==> config.mk <==
export PLATFORM = sky130hd
export DESIGN_NAME = iar_alias_remap
export DESIGN_NICKNAME = d
export VERILOG_FILES = /design/src/iar_pkg.sv /design/src/iar_alias_remap.sv
export VERILOG_INCLUDE_DIRS = /design/src
export SDC_FILE = /design/constraint.sdc
export NUM_CORES = 1
export LEC_CHECK = 0
export ABC_CLOCK_PERIOD_IN_PS = 2600
export BUFFER_PORTS_ARGS = -buffer_cell sky130_fd_sc_hd__clkbuf_2
export CORE_AREA = 2 2 159 99
export DETAILED_ROUTE_END_ITERATION = 8
export DIE_AREA = 0 0 161 101
export PLACE_DENSITY_LB_ADDON = 0.1
export SLEW_MARGIN = 20
export SYNTH_ARGS = -nofsm -noshare
export SYNTH_HDL_FRONTEND = slang
export SYNTH_SLANG_ARGS = --single-unit
==> constraint.sdc <==
create_clock -name pclk -period 2.6 [get_ports pclk]
set_clock_uncertainty 0.1 [all_clocks]
set_input_delay 0 -clock pclk [delete_from_list [all_inputs] [get_ports pclk]]
set_output_delay 0 -clock pclk [all_outputs]
set_load 0.005 [all_outputs]
==> src/iar_params.svh <==
// Register offsets, field positions and reset values of the remote alias translator.
`ifndef IAR_PARAMS_SVH
`define IAR_PARAMS_SVH
`define IAR_SLOT4_ALIAS_IDX 8'h45
`define IAR_SLOT5_ALIAS_IDX 8'h46
`define IAR_SLOT6_ALIAS_IDX 8'h47
`define IAR_SLOT7_ALIAS_IDX 8'h48
`define IAR_SLOT4_TARGET_IDX 8'hC5
`define IAR_STATUS_IDX 8'hC9
`define IAR_ALIAS_MSB 7
`define IAR_ALIAS_LSB 1
`define IAR_AUTO_ACK_BIT 0
`define IAR_ALIAS_RESET 8'h00
`define IAR_TARGET_RESET 8'h00
`endif

==> src/iar_pkg.sv <==
// Types shared by the remote alias translator.
package iar_pkg;
    typedef struct packed {
        logic valid;
        logic [6:0] addr;
        logic rnw;
    } iar_req_type;
    typedef struct packed {
        logic fwd;
        logic [6:0] addr;
        logic rnw;
        logic [1:0] slot;
    } iar_fwd_type;
    typedef struct packed {
        logic auto_ack;
        logic nack;
    } iar_resp_type;
endpackage

==> src/iar_alias_remap.sv <==
// Address translator for remote target slots 4 to 7 with APB register access.
`timescale 1ns/100ps
`default_nettype none
`include "iar_params.svh"
// Notes on behaviour
// - Each slot holds a 7-bit alias in bits 7:1 of its register and matches incoming addresses against it.
// - A matched transaction has its address replaced by the slot's physical target address.
// - An alias of zero disables its slot so nothing is forwarded through it.
// - With a slot's bit 0 set every write to that target is acknowledged regardless of link or remote answer.
// - After reset all aliases and auto-acknowledge bits are zero.
// - Slot 7's alias register sits at 0x48 with slots 4 to 6 at the three preceding addresses.
// - The configured target address is the one placed in the forwarded transaction.
module iar_alias_remap #(
    parameter int SLOTS = 4
) (
    input wire logic pclk,
    input wire logic presetn,
    input wire logic clk_en,
    input wire logic psel,
    input wire logic penable,
    input wire logic pwrite,
    input wire logic [31:0] paddr,
    input wire logic [31:0] pwdata,
    output logic [31:0] prdata,
    output logic pready,
    output logic pslverr,
    input wire iar_pkg::iar_req_type req,
    output iar_pkg::iar_fwd_type fwd,
    output iar_pkg::iar_resp_type resp
);
    // Register file: alias and physical target address of each slot.
    logic [7:0] alias_reg [SLOTS];
    logic [7:0] next_alias_reg [SLOTS];
    logic [6:0] target_reg [SLOTS];
    logic [6:0] next_target_reg [SLOTS];

    // Bus response state.
    logic ack_q;
    logic next_ack_q;
    logic [31:0] next_prdata;
    logic next_pslverr;

    // Request path state.
    iar_pkg::iar_fwd_type next_fwd;
    iar_pkg::iar_resp_type next_resp;
    logic [7:0] last_slot_hits;
    logic [7:0] next_last_slot_hits;

    // Address and request decode.
    logic [SLOTS-1:0] hit;
    logic [SLOTS-1:0] alias_wr;
    logic [SLOTS-1:0] target_wr;
    logic [SLOTS-1:0] alias_rd;
    logic [SLOTS-1:0] target_rd;
    logic access;
    logic access_first;
    logic access_last;
    logic status_rd;
    logic mapped;

    assign access = psel && penable;
    // One wait state lets prdata and pslverr come from flip-flops and still stand
    // in the cycle in which pready is high.
    assign access_first = access && !ack_q;
    assign access_last = access && ack_q;
    assign pready = ack_q;
    // The status word shows which slots matched the most recent request.
    assign status_rd = (paddr == 32'({`IAR_STATUS_IDX, 2'b00}));
    assign mapped = (|alias_rd) || (|target_rd) || status_rd;

    // Per-slot address decode and alias match.
    genvar g;
    generate
        for (g = 0; g < SLOTS; g++)
        begin : g_slot
            // Register indices are not word aligned, so the byte address is four times the index.
            assign alias_wr[g] = access_last && pwrite
                && (paddr == 32'({8'(`IAR_SLOT4_ALIAS_IDX + g), 2'b00}));
            assign target_wr[g] = access_last && pwrite
                && (paddr == 32'({8'(`IAR_SLOT4_TARGET_IDX + g), 2'b00}));
            assign alias_rd[g] = paddr == 32'({8'(`IAR_SLOT4_ALIAS_IDX + g), 2'b00});
            assign target_rd[g] = paddr == 32'({8'(`IAR_SLOT4_TARGET_IDX + g), 2'b00});
            // A zero alias never matches, which keeps address 0 (general call) local.
            assign hit[g] = req.valid
                && (alias_reg[g][`IAR_ALIAS_MSB:`IAR_ALIAS_LSB] != 7'h00)
                && (alias_reg[g][`IAR_ALIAS_MSB:`IAR_ALIAS_LSB] == req.addr);
        end
    endgenerate

    // Writes land only at the edge that completes the transfer.
    always_comb
    begin
        next_alias_reg = alias_reg;
        next_target_reg = target_reg;
        for (int i = 0; i < SLOTS; i++)
        begin
            if (alias_wr[i])
            begin
                next_alias_reg[i] = pwdata[7:0];
            end
            if (target_wr[i])
            begin
                next_target_reg[i] = pwdata[7:1];
            end
        end
    end

    // Every slot starts disabled, so nothing is forwarded until software programs an alias.
    always_ff @(posedge pclk or negedge presetn)
    begin
        if (!presetn)
        begin
            for (int i = 0; i < SLOTS; i++)
            begin
                alias_reg[i] <= `IAR_ALIAS_RESET;
                target_reg[i] <= 7'(`IAR_TARGET_RESET);
            end
        end
        else if (clk_en)
        begin
            alias_reg <= next_alias_reg;
            target_reg <= next_target_reg;
        end
    end

    // Read data and the error flag are loaded in the first access cycle.
    always_comb
    begin
        next_ack_q = access_first;
        next_prdata = prdata;
        next_pslverr = 1'b0;
        if (access_first && !pwrite)
        begin
            // Reads of unmapped offsets return zero.
            next_prdata = 32'h0000_0000;
            for (int i = 0; i < SLOTS; i++)
            begin
                if (alias_rd[i])
                begin
                    next_prdata = {24'h00_0000, alias_reg[i]};
                end
                if (target_rd[i])
                begin
                    next_prdata = {24'h00_0000, target_reg[i], 1'b0};
                end
            end
            if (status_rd)
            begin
                next_prdata = {24'h00_0000, last_slot_hits};
            end
        end
        // Unmapped accesses are refused; an unmapped write changes nothing.
        if (access_first && !mapped)
        begin
            next_pslverr = 1'b1;
        end
    end

    // The acknowledge falls again at the completing edge, so every transfer takes
    // exactly one wait state, back-to-back ones included.
    always_ff @(posedge pclk or negedge presetn)
    begin
        if (!presetn)
        begin
            ack_q <= 1'b0;
            prdata <= 32'h0000_0000;
            pslverr <= 1'b0;
        end
        else if (clk_en)
        begin
            ack_q <= next_ack_q;
            prdata <= next_prdata;
            pslverr <= next_pslverr;
        end
    end

    // The answer is registered, so it follows its request by exactly one cycle.
    always_comb
    begin
        next_fwd = '0;
        next_resp = '0;
        next_last_slot_hits = last_slot_hits;
        // Lowest slot wins if software programs the same alias twice.
        for (int i = SLOTS - 1; i >= 0; i--)
        begin
            if (hit[i])
            begin
                next_fwd.fwd = 1'b1;
                next_fwd.addr = target_reg[i];
                next_fwd.rnw = req.rnw;
                next_fwd.slot = 2'(i);
                // Auto-acknowledge answers writes even while the link is down, so it can hide
                // a dead remote target; it is meant for debugging only.
                next_resp.auto_ack = alias_reg[i][`IAR_AUTO_ACK_BIT] && !req.rnw;
            end
        end
        // Unmatched requests are refused locally, not forwarded or acknowledged.
        next_resp.nack = req.valid && !(|hit);
        if (req.valid)
        begin
            next_last_slot_hits = {{(8 - SLOTS){1'b0}}, hit};
        end
    end

    always_ff @(posedge pclk or negedge presetn)
    begin
        if (!presetn)
        begin
            fwd <= '0;
            resp <= '0;
            last_slot_hits <= 8'h00;
        end
        else if (clk_en)
        begin
            fwd <= next_fwd;
            resp <= next_resp;
            last_slot_hits <= next_last_slot_hits;
        end
    end
endmodule
`default_nettype wire

; Word-level counts from Yosys, hierarchy flattened
; Index checks and enable logic that the tools add are counted.
[word_totals]
reg_bits = 111
output_inout_bits = 47
mem_count = 0
ramBits = 0
latch_bits = 0
wordCells = 100
in_bits = 79
romBits = 0
[op_classes]
n_lt_le_gt_ge = 0
n_eq_ne = 13
reduce_logical = 51
n_mul = 0
n_shift = 0
n_mux = 18
n_bitwise = 0
n_div = 0
n_addsub = 0
[op_table]
columns = operator, count
row1 = two-way mux 32 bit, 8
row2 = "== test 32 x 10 -> 1 bit, second input constant", 5
row3 = "== test 32 x 9 -> 1 bit, second input constant", 4
row4 = two-way mux 11 bit, 4
row5 = == test 7 bit, 4
row6 = nonzero test 7 bit, 4
row7 = logical AND 1 bit, 27
row8 = AND reduction 2 bit, 10
row9 = OR reduction 4 bit, 3
row10 = two-way mux 8 bit, 1
row11 = logical NOT 1 bit, 5
row12 = two-way mux 1 bit, 5
row13 = logical OR 1 bit, 2

; Depth between registers and ports, before layout
; Gate-level depths: netlist of the first run.
[logic_depth]
depth_word = 10
depth_mapped = 8
depth_no_buf = 6

; Worst setup path after synthesis of the first run
; Ideal clock, no wire load.
[synth_timing]
path_type = input-to-reg
from = input paddr[12]
to = register alias_reg[16] (netlist bit)
path_buffers = 1
t_required_ns = 2.372
setup_time_ns = 0.128
setup_slack_ns = 0.731
arrival_ns = 1.641
cell_stages = 6
cell_sequence = nor4_2 -> nand4_2 -> buf_4 -> nor3_4 -> nand3_4 -> mux2_1
[synth_via]
elab_chain_len = 3
[synth_lines]
columns = element, line
row1 = "start, declared", iar_alias_remap.sv:22  ; input wire logic [31:0] paddr,
row2 = == test 32 x 9 -> 1 bit, iar_alias_remap.sv:78  ; && (paddr == 32'({8'(`IAR_SLOT4_ALIAS_IDX + g), 2'b00}));
row3 = logical AND 1 bit, iar_alias_remap.sv:77  ; assign alias_wr[g] = access_last && pwrite
row4 = AND reduction 2 bit (no line), n/a
row5 = "end signal, assigned by index", iar_alias_remap.sv:115  ; alias_reg[i] <= `IAR_ALIAS_RESET;
row6 = "end signal, assigned", iar_alias_remap.sv:121  ; alias_reg <= next_alias_reg;
row7 = "end, declared", iar_alias_remap.sv:32  ; logic [7:0] alias_reg [SLOTS];
; No other way between the ends.
; A chain may end at the register's enable or synchronous reset.

; Final worst setup path of the first run
[layout_timing]
from = register alias_reg[12] (netlist bit)
to = register fwd[7] (netlist bit)
[layout_via]
elab_chain_len = 6
word_cells_on_any_way = 7
classes_between = 1 x eq/ne / 3 x mux / 3 x reduce/logical
[layout_lines]
columns = element, line
row1 = nonzero test 7 bit, iar_alias_remap.sv:85  ; && (alias_reg[g][`IAR_ALIAS_MSB:`IAR_ALIAS_LSB] != 7'h00)
row2 = logical AND 1 bit, iar_alias_remap.sv:84  ; assign hit[g] = req.valid
row3 = logical AND 1 bit (*), iar_alias_remap.sv:84
row4 = two-way mux 11 bit (*) (3 in series), iar_alias_remap.sv:186  ; if (hit[i])
row5 = "end signal, assigned", iar_alias_remap.sv:215  ; fwd <= next_fwd;
row6 = "end, declared", iar_alias_remap.sv:28  ; output iar_pkg::iar_fwd_type fwd,
; Every way passes the cells marked *; elsewhere a longest branch is shown, timed or not.

==> impl_metrics.csv, run 1 <==
group,metric,value,unit
cells_and_area,nFillCells,1485,
logic_synthesis,synth_edf_count,0,
grt,antenna_found_initial,0,
die,coreArea,0.0149,mm2
worst_hold_path,hp-class,"in -> reg",
logic_synthesis,netlist_top_cells_area,"dfrtp_1, mux2_2, buf_4",
timing,hold_violations,0,
logic_synthesis,yosys_warnings,0,
worst_setup_path,cp_data_required_time,2.71,ns
power_and_ir_drop,power.density,495,mW/mm2
timing,slew_viol_final,0,
clock_network,cts_tree,"built",
clock_network,clkLatencyLatePin,0.34,ns
drt,routed-via-count,4326,
clock_network,root_buffer,"clkbuf_16",
clock_network,cts_sinks,87,
logic_synthesis,synth_flop_cell,"dfrtp_1",
logic_synthesis,post-synth-top-area-cell,"dfrtp_1",
clock_network,cts_buffers,9,
clock_network,hold_buffers,10,
worst_setup_path,critical_path_class,"reg -> reg",
run,drv_cap,0,
timing,fmax,0.446,GHz
timing,min_period_over_period,86.3,%
die,initial_core_util,33.9,%
timing,grt_setup_unrepaired,"no",
logic_synthesis,synth-seq-cells,87,
worst_setup_path,cp_max_fo,9,
cells_and_area,drive_gt1_share,33.3,%
die,die_x,161,um
power_and_ir_drop,max-vdd-ir-drop,259,uV
outcome,status,"finished clean",
drt,detail-route-antenna-nets,0,
timing,fin_crit,2.24,ns
clock_network,clk_pin_slew,0.06,ns
power_and_ir_drop,power_leakage,2.88,nW
die,rows,35,
timing,slew_headroom,49.7,%
logic_synthesis,synth.most_common_cell,"dfrtp_1",
logic_synthesis,synth_top_area_share,43.1,%
logic_synthesis,yosysUniqueCellTypes,64,
placement,hpwl,12700,um
worst_setup_path,critPathLaunchType,"register",
logic_synthesis,syn_area_per_cell,10.6,um2
grt,grt_usage,20.7,%
logic_synthesis,synth_common_cells,"dfrtp_1, mux2_2, nor2_1",
logic_synthesis,synthArstFlopShare,100,%
worst_setup_path,arrival,2.35,ns
drt,wl_per_cell,21.0,um
logic_synthesis,synth_area,0.00505,mm2
worst_setup_path,end_kind,"register",
clock_network,ctsResizeCount,0,
timing,finalSetupViolCount,0,
cells_and_area,instances_no_fill,786,
logic_synthesis,synthCells,475,
cells_and_area,num_antenna_cells,0,
timing,hold_slack,0.0417,ns
grt,grt_max_degree,54,
clock_network,htree_levels,3,
drt,vias_per_cell,5.50,
timing,final.setup.tns,0,ns
grt,grt-ovfl-total,0,
cells_and_area,area_delta_synth_final,21.5,%
clock_network,post_cts_buffers,0,
cells_and_area,fin_nets,657,
placement,globalplace.congestion,0.925,
drt,drc_errors,0,
timing,worstMarginPinSlew,0.754,ns
drt,drtIter0Drc,332,
drt,routed_wl,16500,um
clock_network,max-clock-path-buffers,2,
cells_and_area,largest_reg_flops,32,
grt,grt_pass1_vias,4170,
die,die_y,101,um
logic_synthesis,yosysSeqAreaShare,43.1,%
die,pin_count,126,
grt,grt_first_pass_wirelength,25100,um
drt,drt_pass1_iterations,6,
placement,io_buffers,77,
placement,post-place-cells,759,
die,dieArea,0.0163,mm2
routing by layer:
layer / global-route usage [%] / part of all wire [%] / vias up
met5: 0 / 0 / -
met4: 5.36 / 1.7 / 0
met3: 3.74 / 6.9 / 28
met2: 29.4 / 40 / 185
met1: 32.1 / 51 / 2173
li1: - / - / 1940
critical path, stage by stage, from the launching register on:
cell and delay, ns:
dfrtp_1 0.46, nor4_1 0.08, a211o_1 0.29, a211oi_1 0.40, nor2b_1 0.09, buf_4 0.19, a221oi_1 0.38, o31ai_1 0.13
metrics by stage:
stage / area [um2] / util, % / power (W) / setup slack (ns)
floorplan: 5140 / - / 0.00153 / 0.731
global placement: 5710 / 38.3 / 0.00166 / 0.330
detailed placement: 5710 / 38.3 / 0.00166 / 0.296
CTS: 6120 / 41.1 / 0.00306 / 0.382
global route: 6130 / 41.2 / 0.00315 / 0.247
finish: 6130 / 41.2 / 0.00304 / 0.357
final timing paths:
check | from | end | slack (ns) | cells after the start
max in group asynchronous | presetn | prdata[2]$_DFFE_PN0P_ | 1.58 | 3
worst max register to register | alias_reg[12]$_DFFE_PN0P_ | fwd[7]$_DFFE_PN0P_ | 0.36 | 7
worst max-delay path | alias_reg[12]$_DFFE_PN0P_ | fwd[7]$_DFFE_PN0P_ | 0.36 | 7
worst min register to register | last_slot_hits[1]$_DFFE_PN0P_ | last_slot_hits[1]$_DFFE_PN0P_ | 0.39 | 2
min in group asynchronous | presetn | pready$_DFFE_PN0P_ | 0.15 | 2
worst min-delay path | penable | pready$_DFFE_PN0P_ | 0.04 | 4
area by class of cell:
type / instances / area [um2] / area share (%)
Inverter: 11 / 41.3 / 0.673
Multi-Input combinational cell: 358 / 2660 / 43.4
Clock buffer: 12 / 267 / 4.34
Sequential cell: 87 / 2180 / 35.5
Timing Repair Buffer: 111 / 683 / 11.1
Clock inverter: 4 / 51.3 / 0.836
Tap cell: 203 / 254 / 4.14
where the power goes:
group	internal [W]	switching (W)
clock network	0.000826	0.000563
registers	0.00137	0.0000126
logic	0.0000994	0.000168
cells in the final DEF (no fill, tap or decap), types with 3 or more instances in the layout:
master / Yosys / final
buf_4: 25 / 23
nand2b_1: 3 / 3
mux2i_1: 6 / 6
o21ai_0: 17 / 17
conb_1: 1 / 24
mux2_1: 6 / 6
nand3_1: 11 / 11
nor2_1: 29 / 29
inv_1: 10 / 10
a22o_1: 3 / 3
o31ai_1: 9 / 9
or3_1: 5 / 5
clkbuf_16: 0 / 9
xor2_1: 11 / 11
nor4_1: 9 / 9
nand4_1: 4 / 4
nor3_1: 11 / 11
dlygate4sd3_1: 0 / 11
a31oi_1: 8 / 8
o221ai_1: 3 / 3
nand2_1: 21 / 21
dfrtp_1: 87 / 87
and3_1: 7 / 7
nor2b_1: 11 / 11
clkbuf_2: 0 / 76
clkbuf_8: 0 / 3
xnor2_1: 13 / 13
a21oi_1: 17 / 17
nand3_4: 4 / 4
nor4_2: 4 / 4
a221oi_1: 11 / 11
mux2_2: 58 / 58
o22ai_1: 4 / 4
a211o_1: 3 / 3
a32oi_1: 4 / 4
cell families after synthesis:
group                  count (synthesis)  share of synthesized area, %
AO/OA/AOI/OAI                        105                          14.7
XOR/XNOR                              24                          4.16
buffers and inverters                 53                          5.90
flip-flops                            87                          43.1
multiplexers                          70                          15.5
other                                  1                        0.0743
AND/OR/NAND/NOR                      135                          16.6
No activity file was read; power rests on OpenSTA's default activity.
==> run 2, diff against run 1 <==
--- a/config.mk
+++ b/config.mk
@@ -11,7 +11,7 @@
 export CORE_AREA = 2 2 159 99
 export DETAILED_ROUTE_END_ITERATION = 8
 export DIE_AREA = 0 0 161 101
-export PLACE_DENSITY_LB_ADDON = 0.1
+export PLACE_DENSITY = 0.56
 export SLEW_MARGIN = 20
 export SYNTH_ARGS = -nofsm -noshare
 export SYNTH_HDL_FRONTEND = slang
==> impl_metrics.csv, run 2 (same netlist as run 1, synthesis figures left out) <==
group,metric,value,unit
placement,hpwl,12500,um
drt,routed_wl,16200,um
run,drv_cap,0,
clock_network,htree_levels,3,
cells_and_area,regArea,0.00218,mm2
cells_and_area,area_delta_synth_final,21.1,%
worst_setup_path,cp_max_fo,8,
timing,slew_headroom,61.3,%
power_and_ir_drop,power.density,492,mW/mm2
drt,drtIter0Drc,439,
grt,grt_max_degree,88,
timing,hold_slack,0.0268,ns
timing,fmax,0.436,GHz
worst_setup_path,end_kind,"register",
cells_and_area,largest_reg_flops,32,
clock_network,clk_pin_slew,0.06,ns
grt,grt_usage,20.4,%
cells_and_area,multi_input_area,0.00266,mm2
timing,worstMarginPinSlew,0.580,ns
cells_and_area,drive_gt1_share,33.0,%
drt,wl_per_cell,20.7,um
placement,post-place-cells,760,
worst_setup_path,arrival,2.43,ns
die,die_x,161,um
power_and_ir_drop,p_sw_share,23.6,%
power_and_ir_drop,max-vdd-ir-drop,271,uV
cells_and_area,final_common_cell,"dfrtp_1",
timing,min_period_over_period,88.3,%
die,initial_core_util,33.9,%
clock_network,cts_tree,"built",
drt,vias_per_cell,5.52,
cells_and_area,nFillCells,1465,
worst_setup_path,critical_path_class,"reg -> reg",
timing,finalSetupViolCount,0,
drt,routed-via-count,4324,
placement,globalplace.congestion,0.894,
grt,grt_first_pass_wirelength,24800,um
clock_network,max-clock-path-buffers,2,
die,dieArea,0.0163,mm2
worst_hold_path,hold_path_depth,4,
drt,drc_errors,0,
worst_setup_path,critPathLaunchType,"register",
outcome,status,"finished clean",
power_and_ir_drop,intPower,0.00230,W
cells_and_area,num_antenna_cells,0,
power_and_ir_drop,p_sw,0.000710,W
die,rows,35,
worst_setup_path,cp_data_required_time,2.74,ns
power_and_ir_drop,finalPower,0.00301,W
grt,antenna_found_initial,0,
power_and_ir_drop,p_comb_share,8.9,%
cells_and_area,final_cell_mix,"dfrtp_1, clkbuf_2, mux2_2",
clock_network,root_buffer,"clkbuf_16",
worst_setup_path,r2r_cells,6,
clock_network,clkLatencyLatePin,0.35,ns
power_and_ir_drop,power_leakage,2.87,nW
cells_and_area,instances_no_fill,784,
drt,detail-route-antenna-nets,0,
timing,grt_setup_unrepaired,"no",
grt,grt-ovfl-total,0,
drt,drt_pass1_iterations,5,
grt,grt_pass1_vias,4197,
timing,final.setup.tns,0,ns
placement,io_buffers,77,
power_and_ir_drop,pwr-share-seq,45.8,%
power_and_ir_drop,clkPwrFrac,45.3,%
clock_network,cts_buffers,9,
die,die_y,101,um
clock_network,ctsResizeCount,0,
die,coreArea,0.0149,mm2
die,pin_count,126,
worst_hold_path,hp-class,"in -> reg",
cells_and_area,fin_nets,657,
timing,fin_crit,2.30,ns
timing,slew_viol_final,0,
timing,hold_violations,0,
clock_network,cts_sinks,87,
run 2: cell count changes in the layout (fill, tap and decap cells not counted), sizes merged:
cell / delta
dlygate4sd3: -1
buf: +1
inv: -1
clkbuf: -2
bufinv: +1
run 2: worst paths after layout:
| check | start | to | slack [ns] |
|---|---|---|---|
| setup / recovery | alias_reg[25]$_DFFE_PN0P_ | resp[1]$_DFFE_PN0P_ | 0.30 |
| hold / removal | penable | pready$_DFFE_PN0P_ | 0.03 |
| setup reg to reg | alias_reg[25]$_DFFE_PN0P_ | resp[1]$_DFFE_PN0P_ | 0.30 |
| hold reg to reg | last_slot_hits[1]$_DFFE_PN0P_ | last_slot_hits[1]$_DFFE_PN0P_ | 0.39 |
| max in group asynchronous | presetn | alias_reg[26]$_DFFE_PN0P_ | 1.90 |
| min in group asynchronous | presetn | fwd[10]$_DFFE_PN0P_ | 0.13 |
run 2: area by class of cell:
class                           instances  area share (%)
Clock buffer                           10            3.74
Clock inverter                          4            1.19
Inverter                               11           0.675
Multi-Input combinational cell        358            43.5
Sequential cell                        87            35.6
Tap cell                              203            4.15
Timing Repair Buffer                  111            11.1
run 2: critical path: stages (launching register included):
cell and delay (ns):
dfrtp_1 0.45, nor4_1 0.34, a21oi_1 0.13, o2111a_1 0.28
inv_1 0.17, nand2_1 0.30, o41ai_1 0.42
run 2: metal layers:
metal / vias up / GRT usage (%) / wire, um
met4: 0 / 5.43 / 284
li1: 1948 / - / -
met3: 22 / 4.94 / 1590
met1: 2144 / 30.7 / 7740
met5: - / 0 / 0
met2: 210 / 28.9 / 6630
run 2: power by group through the flow:
stage	Combinational (W)	Clock, W	Sequential [W]
floorplan	0.000123	0	0.00140
global placement	0.000251	0	0.00140
detailed placement	0.000255	0	0.00140
CTS	0.000268	0.00139	0.00138
global route	0.000295	0.00144	0.00138
finish	0.000267	0.00136	0.00138
run 2: timing repair:
action,in CTS,in global routing
hold buffers,10,0
hold endpoints to repair,147,0
buffers inserted,0,0
endpoints found under the setup margin,0,0
run 2: per-stage QoR:
step	setup slack, ns	util (%)	instance area, um2
final	0.304	41.1	6120
after global routing	0.104	41.1	6120
after floorplan	0.731	-	5140
after detailed placement	0.328	38.4	5710
after global placement	0.365	38.4	5710
after CTS	0.344	41.1	6120
